### config.mk
export PLATFORM = sky130hd
export DESIGN_NAME = kpc_keypad_scan
export DESIGN_NICKNAME = d
export VERILOG_FILES = /design/src/logic/kpc_keypad_scan.v
export VERILOG_INCLUDE_DIRS = /design/src /design/src/logic
export SDC_FILE = /design/constraint.sdc
export NUM_CORES = 1
export LEC_CHECK = 0
export BUFFER_PORTS_ARGS = -buffer_cell sky130_fd_sc_hd__buf_4
export CORE_ASPECT_RATIO = 0.5
export CORE_UTILIZATION = 60
export CTS_CLUSTER_DIAMETER = 60
export DETAILED_ROUTE_END_ITERATION = 8
export GPL_ROUTABILITY_DRIVEN = 0
export PLACE_DENSITY = 0.93
export SYNTH_ARGS = -nofsm -noshare
export SYNTH_HDL_FRONTEND = slang
export SYNTH_SLANG_ARGS = --single-unit
### constraint.sdc
create_clock -name clk -period 7.3 [get_ports clk]
set_input_delay 0.73 -clock clk [delete_from_list [all_inputs] [get_ports clk]]
set_output_delay 0.73 -clock clk [all_outputs]
set_load 0.01 [all_outputs]
### src/logic/kpc_regs.vh
// constants for the keypad scan controller: timing, field layouts, reset values
// assumes the includer uses them on a 100 MHz clock
`ifndef KPC_REGS_VH
`define KPC_REGS_VH
`define KPC_CLK_PERIOD_NS   10
`define KPC_TICK_NS         100000
`define KPC_TICK_CYCLES     (`KPC_TICK_NS / `KPC_CLK_PERIOD_NS)
`define KPC_DEB_RST         8'h00
`define KPC_COLS_RST        8'h00
`define KPC_DKN_ALL         3'h7
`define KPC_ST_IDLE         2'h0
`define KPC_ST_DRIVE        2'h1
`define KPC_ST_SAMPLE       2'h2
`define KPC_SETTLE_CYCLES   4'h8
`endif

### src/logic/kpc_keypad_scan.v
// keypad scan controller: direct keys, two rotary encoders, 8x8 matrix scanner
// assumes pin inputs are asynchronous and configuration ports are on clk
`timescale 1ns/1ps
`include "kpc_regs.vh"

module kpc_keypad_scan #(
    parameter TICK_CYCLES = `KPC_TICK_CYCLES
) (
    input  wire        clk,
    input  wire        rst_n,
    input  wire [7:0]  direct_key_in,
    input  wire [7:0]  matrix_row_in,
    output reg  [7:0]  matrix_col_out,
    input  wire [7:0]  debounce_interval,
    input  wire [2:0]  direct_key_count,
    input  wire        direct_enable,
    input  wire        matrix_enable,
    input  wire        encoder0_enable,
    input  wire        encoder1_enable,
    input  wire        auto_scan_mode,
    input  wire        auto_scan_trigger,
    input  wire        scan_on_activity_enable,
    input  wire [7:0]  manual_col_value,
    input  wire        status_clear,
    output reg  [7:0]  direct_keys,
    output reg  [7:0]  encoder0_count,
    output reg  [7:0]  encoder1_count,
    output reg  [63:0] matrix_keys,
    output reg         scan_busy,
    output reg         direct_activity,
    output reg         encoder_activity,
    output reg         matrix_activity
);

    // ****************************************************************
    // input synchronisers
    // ****************************************************************
    reg [7:0] dk_s1_q;
    reg [7:0] dk_s2_q;
    reg [7:0] mr_s1_q;
    reg [7:0] mr_s2_q;

    // two stages so no logic ever sees a metastable pin
    always @(posedge clk or negedge rst_n)
    begin
        if (!rst_n)
        begin
            dk_s1_q <= 8'h00;
            dk_s2_q <= 8'h00;
            mr_s1_q <= 8'h00;
            mr_s2_q <= 8'h00;
        end
        else
        begin
            dk_s1_q <= direct_key_in;
            dk_s2_q <= dk_s1_q;
            mr_s1_q <= matrix_row_in;
            mr_s2_q <= mr_s1_q;
        end
    end

    // ****************************************************************
    // debounce tick divider
    // ****************************************************************
    reg [31:0] tick_cnt_q;
    wire       tick;

    assign tick = (tick_cnt_q == TICK_CYCLES - 1);

    // one enable pulse per debounce time unit
    always @(posedge clk or negedge rst_n)
    begin
        if (!rst_n)
            tick_cnt_q <= 32'h0000_0000;
        else if (tick)
            tick_cnt_q <= 32'h0000_0000;
        else
            tick_cnt_q <= tick_cnt_q + 32'h0000_0001;
    end

    // ****************************************************************
    // direct key debounce and masking
    // ****************************************************************
    reg  [7:0] dk_last_q;
    reg  [7:0] dk_deb_cnt_q;
    reg  [7:0] dk_stable_q;
    wire [7:0] dk_count_mask;
    wire [7:0] dk_key_mask;
    wire [7:0] dk_clean;

    // inputs enabled contiguously from 0; 111 selects all eight
    assign dk_count_mask = (direct_key_count == `KPC_DKN_ALL) ? 8'hFF :
                           ((8'h01 << (direct_key_count + 3'h1)) - 8'h01);
    // encoder pairs are taken away from the key view, 7..4 never are
    assign dk_key_mask = dk_count_mask & {4'hF,
                                          {2{~encoder1_enable}},
                                          {2{~encoder0_enable}}};
    // zero interval passes the synchronised level straight through
    assign dk_clean = (debounce_interval == 8'h00) ? dk_s2_q : dk_stable_q;

    // a level must hold a whole interval before it is accepted
    always @(posedge clk or negedge rst_n)
    begin
        if (!rst_n)
        begin
            dk_last_q    <= 8'h00;
            dk_deb_cnt_q <= `KPC_DEB_RST;
            dk_stable_q  <= 8'h00;
        end
        else
        begin
            dk_last_q <= dk_s2_q;
            if (dk_s2_q != dk_last_q)
                dk_deb_cnt_q <= 8'h00;
            else if (tick && dk_deb_cnt_q != debounce_interval)
                dk_deb_cnt_q <= dk_deb_cnt_q + 8'h01;
            else if (dk_deb_cnt_q == debounce_interval)
                dk_stable_q <= dk_s2_q;
        end
    end

    // ****************************************************************
    // rotary encoders
    // ****************************************************************
    reg [1:0] enc0_prev_q;
    reg [1:0] enc1_prev_q;
    wire      enc0_step;
    wire      enc1_step;
    wire      enc0_up;
    wire      enc1_up;

    // quadrature: one step per change, direction from prev[1]^cur[0]
    assign enc0_step = encoder0_enable && (dk_clean[1:0] != enc0_prev_q);
    assign enc1_step = encoder1_enable && (dk_clean[3:2] != enc1_prev_q);
    assign enc0_up   = enc0_prev_q[1] ^ dk_clean[0];
    assign enc1_up   = enc1_prev_q[1] ^ dk_clean[2];

    // counters wrap; software reads the difference between samples
    always @(posedge clk or negedge rst_n)
    begin
        if (!rst_n)
        begin
            enc0_prev_q    <= 2'h0;
            enc1_prev_q    <= 2'h0;
            encoder0_count <= 8'h00;
            encoder1_count <= 8'h00;
        end
        else
        begin
            enc0_prev_q <= dk_clean[1:0];
            enc1_prev_q <= dk_clean[3:2];
            if (enc0_step)
                encoder0_count <= enc0_up ? encoder0_count + 8'h01 : encoder0_count - 8'h01;
            if (enc1_step)
                encoder1_count <= enc1_up ? encoder1_count + 8'h01 : encoder1_count - 8'h01;
        end
    end

    // ****************************************************************
    // matrix activity debounce
    // ****************************************************************
    reg  [7:0] mr_last_q;
    reg  [7:0] mr_deb_cnt_q;
    reg        act_fired_q;
    wire       rows_active;
    wire       act_stable;

    function dk_deb_ok;
        input [7:0] cnt;
        input [7:0] ivl;
        begin
            dk_deb_ok = (cnt == ivl);
        end
    endfunction

    assign rows_active = |mr_s2_q;
    assign act_stable  = rows_active && !act_fired_q && (mr_s2_q == mr_last_q) &&
                         (dk_deb_ok(mr_deb_cnt_q, debounce_interval));

    // activity must be stable one full interval; fires once until the rows next read all low
    always @(posedge clk or negedge rst_n)
    begin
        if (!rst_n)
        begin
            mr_last_q    <= 8'h00;
            mr_deb_cnt_q <= `KPC_DEB_RST;
            act_fired_q  <= 1'b0;
        end
        else
        begin
            mr_last_q <= mr_s2_q;
            if (mr_s2_q != mr_last_q)
                mr_deb_cnt_q <= 8'h00;
            else if (tick && mr_deb_cnt_q != debounce_interval)
                mr_deb_cnt_q <= mr_deb_cnt_q + 8'h01;
            if (!rows_active)
                act_fired_q <= 1'b0;
            else if (act_stable)
                act_fired_q <= 1'b1;
        end
    end

    // ****************************************************************
    // matrix scanner
    // ****************************************************************
    reg [1:0]  st_q;
    reg [2:0]  col_q;
    reg [3:0]  settle_q;
    reg [63:0] scan_img_q;
    wire       scan_start;

    // trigger or stable activity starts a sweep in auto mode only
    assign scan_start = matrix_enable && auto_scan_mode &&
                        (auto_scan_trigger ||
                         (scan_on_activity_enable && act_stable));

    // one column high at a time during a sweep; rows settle before being read
    always @(posedge clk or negedge rst_n)
    begin
        if (!rst_n)
        begin
            st_q           <= `KPC_ST_IDLE;
            col_q          <= 3'h0;
            settle_q       <= 4'h0;
            scan_img_q     <= 64'h0;
            matrix_keys    <= 64'h0;
            matrix_col_out <= `KPC_COLS_RST;
            scan_busy      <= 1'b0;
        end
        else
        begin
            case (st_q)
                `KPC_ST_IDLE:
                begin
                    scan_busy <= 1'b0;
                    if (!auto_scan_mode)
                        matrix_col_out <= matrix_enable ? manual_col_value : 8'h00;
                    else if (matrix_enable && scan_on_activity_enable)
                        matrix_col_out <= 8'hFF; // all columns up so any press reaches the rows
                    else
                        matrix_col_out <= 8'h00;
                    if (scan_start)
                    begin
                        matrix_col_out <= 8'h00;
                        st_q      <= `KPC_ST_DRIVE;
                        col_q     <= 3'h0;
                        scan_busy <= 1'b1;
                    end
                end
                `KPC_ST_DRIVE:
                begin
                    matrix_col_out <= 8'h01 << col_q;
                    settle_q       <= `KPC_SETTLE_CYCLES;
                    st_q           <= `KPC_ST_SAMPLE;
                end
                `KPC_ST_SAMPLE:
                begin
                    if (settle_q != 4'h0)
                        settle_q <= settle_q - 4'h1;
                    else
                    begin
                        scan_img_q[{col_q, 3'h0} +: 8] <= mr_s2_q;
                        if (col_q == 3'h7)
                        begin
                            matrix_keys <= {mr_s2_q, scan_img_q[55:0]};
                            st_q        <= `KPC_ST_IDLE;
                        end
                        else
                        begin
                            col_q <= col_q + 3'h1;
                            st_q  <= `KPC_ST_DRIVE;
                        end
                    end
                end
                default:
                    st_q <= `KPC_ST_IDLE;
            endcase
        end
    end

    // ****************************************************************
    // direct key view and status flags
    // ****************************************************************
    // flags are sticky; a new event in the clear cycle wins
    always @(posedge clk or negedge rst_n)
    begin
        if (!rst_n)
        begin
            direct_keys      <= 8'h00;
            direct_activity  <= 1'b0;
            encoder_activity <= 1'b0;
            matrix_activity  <= 1'b0;
        end
        else
        begin
            direct_keys <= direct_enable ? (dk_clean & dk_key_mask) : 8'h00;
            if (direct_enable && ((dk_clean & dk_key_mask) != direct_keys))
                direct_activity <= 1'b1;
            else if (status_clear)
                direct_activity <= 1'b0;
            if (enc0_step || enc1_step)
                encoder_activity <= 1'b1;
            else if (status_clear)
                encoder_activity <= 1'b0;
            if ((matrix_enable && act_stable) ||
                (st_q == `KPC_ST_SAMPLE && settle_q == 4'h0 && col_q == 3'h7))
                matrix_activity <= 1'b1;
            else if (status_clear)
                matrix_activity <= 1'b0;
        end
    end

endmodule // kpc_keypad_scan

# Word-level counts from Yosys, hierarchy flattened
# Index checks and enable logic that the tools add are counted.
# classes
n_reduce_logical	38
n_eq_ne	20
muxes	33
n_bitwise	9
shifts	4
n_addsub	12
# op_table
cell	n
two-way mux 8 bit	13
bitwise mux 64 bit	1
variable shift 8 x 8 -> 64 bit, first input constant	1
variable part select 8 x 8 -> 64 bit	1
!= test 8 bit	5
adder 32 x 1 -> 32 bit, second input constant	1
adder 8 x 1 -> 8 bit, second input constant	4
== test 32 x 14 -> 1 bit, second input constant	1
two-way mux 32 bit	1
== test 8 bit	3
subtractor 8 x 1 -> 8 bit, second input constant	3
AND 8 bit	2
one-hot mux 8 bit (2 select lines)	1
nonzero test 2 bit	8
left shift 1 x 3 -> 8 bit, first input constant	2
logical AND 1 bit	15
two-way mux 3 bit	3
logical NOT 8 bit	1
two-way mux 1 bit	8
!= test 2 bit, second input constant	4
negator 6 -> 8 bit	1
one-hot mux 4 bit (2 select lines)	1
OR reduction 8 bit	1
adder 3 x 1 -> 3 bit, second input constant	2
20 further kinds	33
# totals
wordCells	142
register_bits	282
output_inout_bits	100
in_bits	45

# Logic depth before layout (Yosys ltp)
# depth
word_depth	9
mapped_depth	13
mapped_depth_nobuf	12

# Least setup slack after synthesis
# OpenSTA, ideal clock, no wires.
# synth_path
path_type	input-to-reg
start	input port debounce_interval[0]
end	register encoder1_count[7]
path_buffers	1
t_arrival_ns	3.367
setup_slack_ns	3.854
t_required_ns	7.221
cell_stages	13
setup_time_ns	0.079
path_cell_list	nor4_2 -> buf_2 -> a21boi_0 -> or3_1 -> and2_1 -> inv_1 -> ha_1 -> a21o_1 -> a211oi_1 -> o21ai_0 -> a22o_1 -> a21oi_1 -> xor2_1
# synth_between
elab_chain_len	4
elab_cells_between_ends	6
cone_classes	eq/ne (1); mux (2); bitwise (1); reduce/logical (2)
# synth_rtl
element	line	text
start: declaration	kpc_keypad_scan.v:14	input wire [7:0] debounce_interval,
logical NOT 8 bit (*)	kpc_keypad_scan.v:99	assign dk_clean = (debounce_interval == 8'h00) ? dk_s2_q : dk_stable_q;
two-way mux 8 bit (*)	kpc_keypad_scan.v:99	
XOR 1 bit or != test 2 bit (tied branches)	kpc_keypad_scan.v:136, kpc_keypad_scan.v:134	
two-way mux 8 bit or logical AND 1 bit (tied branches)	kpc_keypad_scan.v:155, kpc_keypad_scan.v:134	
end signal: assignment	kpc_keypad_scan.v:155	encoder1_count <= enc1_up ? encoder1_count + 8'h01 : encoder1_count - 8'h01;
end: declaration	kpc_keypad_scan.v:27	output reg [7:0] encoder1_count,
# Mark *: on every way between the ends. The rest lies on a longest branch, timed or not.
# A chain may end at the register's enable or synchronous reset.

# Worst setup path in the final report
# layout_path
start	input port debounce_interval[0]
end	register encoder0_count[6]
# layout_between
elab_chain_len	4
elab_cells_between_ends	6
cone_classes	eq/ne (1); mux (2); bitwise (1); reduce/logical (2)
# layout_rtl
element	line	text
logical NOT 8 bit (*)	kpc_keypad_scan.v:99	
two-way mux 8 bit (*)	kpc_keypad_scan.v:99	
XOR 1 bit or != test 2 bit (tied branches)	kpc_keypad_scan.v:135, kpc_keypad_scan.v:133	
two-way mux 8 bit or logical AND 1 bit (tied branches)	kpc_keypad_scan.v:153, kpc_keypad_scan.v:133	
end signal: assignment	kpc_keypad_scan.v:153	encoder0_count <= enc0_up ? encoder0_count + 8'h01 : encoder0_count - 8'h01;
end: declaration	kpc_keypad_scan.v:26	output reg [7:0] encoder0_count,
# Marks and branches as above.

==> results_dict.tcl <==
set metrics [dict create \
    post_cts_buffers 0 \
    first_iter_violations 520 \
    avgViaCountPerCell 5.956 \
    port_buffers 144 \
    top_regs "matrix_keys x64, scan_img_q x56, tick_cnt_q x32" \
    slowest_delay_ps 370 \
    diodes 0 \
    drive_above_1_share_pct 28.01 \
    io_pins 145 \
    clock.fmax_ghz 0.2907 \
    relSlewSlack_pct 36.18 \
    ys.warnings.count 0 \
    ys_ff_latch 274 \
    grt_max_degree 176 \
    cts_tree "yes" \
    status "finished clean" \
    rsz0062_at_grt "no" \
    final_cell_count_no_fill 1412 \
    setup_viol 0 \
    syn_inst 988 \
    cp-startpoint "debounce_interval[0]" \
    path_class "in -> reg" \
    clock_latency_ps 540 \
    r2r-start "dk_s2_q[0]" \
    core_sq_um 19550 \
    path_clk_slew_ps 70 \
    via_count 8410 \
    fin_setup_tns_ps 0 \
    fin_skew_ps 12.38 \
    cts_resized 0 \
    place_hpwl_um 18750 \
    finalMaxSlewViolations 0 \
    synth_cell_type_count 57 \
    syn_area_sq_um 12010 \
    gr-total-overflow 0 \
    critPathLaunchType "input port" \
    grt_pass1_vias 8705 \
    synth.avg_cell_area_sq_um 12.15 \
    critPathArrivalTime_ps 3880 \
    dieArea_sq_um 20620 \
    hold_viol 0 \
    syn_nets 1063 \
    maxCapViolations 0 \
    period_minus_slack_ps 3440 \
    crit_chain "buf_4, nor4_2, buf_4, a21boi_1, or3_1, and2_1, inv_1, ha_1, nor2b_1, o21ai_0, a21boi_0, o21ai_0, a21boi_0, o31ai_1" \
    dp.cells 1368 \
    regMostFlops "matrix_keys" \
    async_reset_ff_share_pct 100.0 \
    synth_seq_area_share_pct 57.10 \
    grt_usage_pct 27.26 \
    hold_class "in -> async" \
    ant_nets 0 \
    powerDensity_nw_per_um2 258.8 \
    htree_levels 1 \
    finalCritPeriodShare_pct 47.13 \
    critPathMaxFanout 13 \
    fillers 1244 \
    clock_tree.buffer_depth 3 \
    ir_drop_mv 0.1623 \
    cts_inserted_buffers 24 \
    drcViolationCount 0 \
    leakage_nw 7.026 \
    cts_sinks 274 \
    drt-pass1-iter-count 5 \
    largest_register_ff_count 64 \
    end_kind "register" \
    synth_edf_count 0 \
    synthToLayoutAreaGrowth_pct 17.85 \
    fp.dieH_um 102.0 \
    die_x_um 202.1 \
    synthFlopType "dfrtp_1" \
    nets 1203 \
    wl_per_cell_um 19.74 \
    cts_hold_buf 0 \
    wl_um 27870 \
    grt_pass1_wl_um 44530 \
    slowest_stage "or3_1" \
    grt_antenna_before_repair 0 \
    max_slew.worst_pin.slew_ps 948.5 \
    required_ps 7740 \
    rows 36 \
    start_util_pct 61.42 \
    cts-root-buf "clkbuf_16" \
]
-- layer usage --
| layer | track usage [%] | wire length (um) | vias to the layer above |
|---|---|---|---|
| li1 | - | - | 3746 |
| met1 | 33.84 | 11290 | 4275 |
| met2 | 49.46 | 14300 | 308 |
| met3 | 4.337 | 1494 | 81 |
| met4 | 9.557 | 783 | 0 |
| met5 | 0 | 0 | - |
-- kinds of logic (layout without fill, tap and decap cells) --
| group | count (synthesis) | in the layout | share of synthesized area [%] |
|---|---|---|---|
| simple gates | 290 | 290 | 12.32 |
| flops | 274 | 274 | 57.10 |
| mux | 124 | 124 | 11.59 |
| compound gates | 116 | 116 | 6.721 |
| xor+xnor | 97 | 97 | 7.075 |
| buf+inv | 57 | 215 | 1.948 |
| fa+ha+maj | 30 | 30 | 3.251 |
-- placed cells by master (no fill, tap or decap), drive strengths merged, types with 6 or more instances in the layout --
cell type,synthesis,final
mux2,120,120
inv,23,23
clkbuf,26,32
xor2,69,69
nand3,33,33
and3,30,30
nand4,21,21
nor4,20,20
nand2,74,74
buf,8,148
clkinv,0,7
nand2b,6,6
a21oi,27,27
nor3,10,10
a21boi,7,7
nor2,55,55
dfrtp,274,274
xnor2,28,28
and2,13,13
o21ai,48,48
nor2b,8,8
ha,28,28
-- synth_stat cells (2+ instances only) --
cell | instances | area, sq um
buf_1 | 2 | 7.510
o31ai_1 | 4 | 30.03
o21ai_2 | 3 | 26.28
nor2_1 | 55 | 206.5
buf_6 | 2 | 22.52
nand2b_1 | 6 | 37.54
a22oi_1 | 3 | 22.52
nand3_1 | 33 | 165.2
o221ai_1 | 2 | 17.52
dfrtp_1 | 274 | 6857
nand4_1 | 21 | 131.4
clkbuf_1 | 26 | 97.59
a211oi_1 | 3 | 22.52
nor3b_1 | 5 | 37.54
xor2_1 | 69 | 604.3
ha_1 | 28 | 350.3
a22o_1 | 2 | 17.52
and4_1 | 3 | 26.28
nor4_1 | 18 | 112.6
o41ai_4 | 2 | 55.05
and3_1 | 30 | 187.7
o22ai_1 | 2 | 12.51
o21ai_1 | 13 | 65.06
fa_1 | 2 | 40.04
and2_1 | 13 | 81.33
or4_1 | 3 | 22.52
xnor2_1 | 28 | 245.2
a2111oi_4 | 2 | 55.05
o2111ai_1 | 2 | 17.52
nor3_1 | 10 | 50.05
buf_2 | 4 | 20.02
nor4_2 | 2 | 25.02
a21oi_1 | 26 | 130.1
a21boi_0 | 6 | 45.04
a32oi_1 | 3 | 26.28
a21o_1 | 2 | 15.01
nor2b_1 | 8 | 50.05
inv_1 | 23 | 86.33
mux2_2 | 120 | 1351
o21ai_0 | 31 | 155.2
mux2i_1 | 4 | 40.04
a221oi_1 | 2 | 17.52
nand2_1 | 74 | 277.8
or3_1 | 4 | 25.02
-- worst max-delay path: cells and delay by family --
kind / cells / cell delay (ps)
compound gates: 6 / 1200
fa+ha+maj: 1 / 330
buf+inv: 3 / 580
simple gates: 4 / 1040
-- power breakdown --
part | internal, mW | switching [mW] | total [mW]
clock network | 0.729 | 0.596 | 1.32
logic | 0.250 | 0.353 | 0.603
registers | 1.62 | 0.114 | 1.74
-- final timing paths --
| check | cells after the start | slack (ps) | endpoint |
|---|---|---|---|
| max | 14 | 3860 | encoder0_count[6] |
| min | 1 | 220 | direct_keys[5] |
| max reg2reg | 11 | 4190 | encoder0_count[6] |
| min reg2reg | 0 | 340 | mr_s2_q[4] |
| max in group asynchronous | 2 | 5680 | mr_s1_q[0] |
| min in group clk | 1 | 290 | mr_s1_q[2] |
-- through the flow --
step                total power, mW  hold WS [ps]  instance area (sq um)  utilization (%)  worst slack (ps)
detailed placement            2.338         334.7                  13330            68.17              3455
global placement              2.285         333.2                  13330            68.17              3636
CTS                           3.665         258.9                  14150            72.39              3917
global route                  3.810         275.1                  14150            72.39              3680
finish                        3.663         224.5                  14150            72.39              3860
floorplan                     2.091         331.2                  12010                -              3854
-- cell type report --
cell class              count  area (sq um)  area share, %
well taps                 266         332.8          2.352
clock buffers              32         670.6          4.739
repair buffers            148          1131          7.993
clock inverters            12         153.9          1.088
inverters                  23         86.33         0.6101
flip-flops and latches    274          6857          48.45
multi-input cells         657          4920          34.77
No activity file was read; power rests on OpenSTA's default activity.
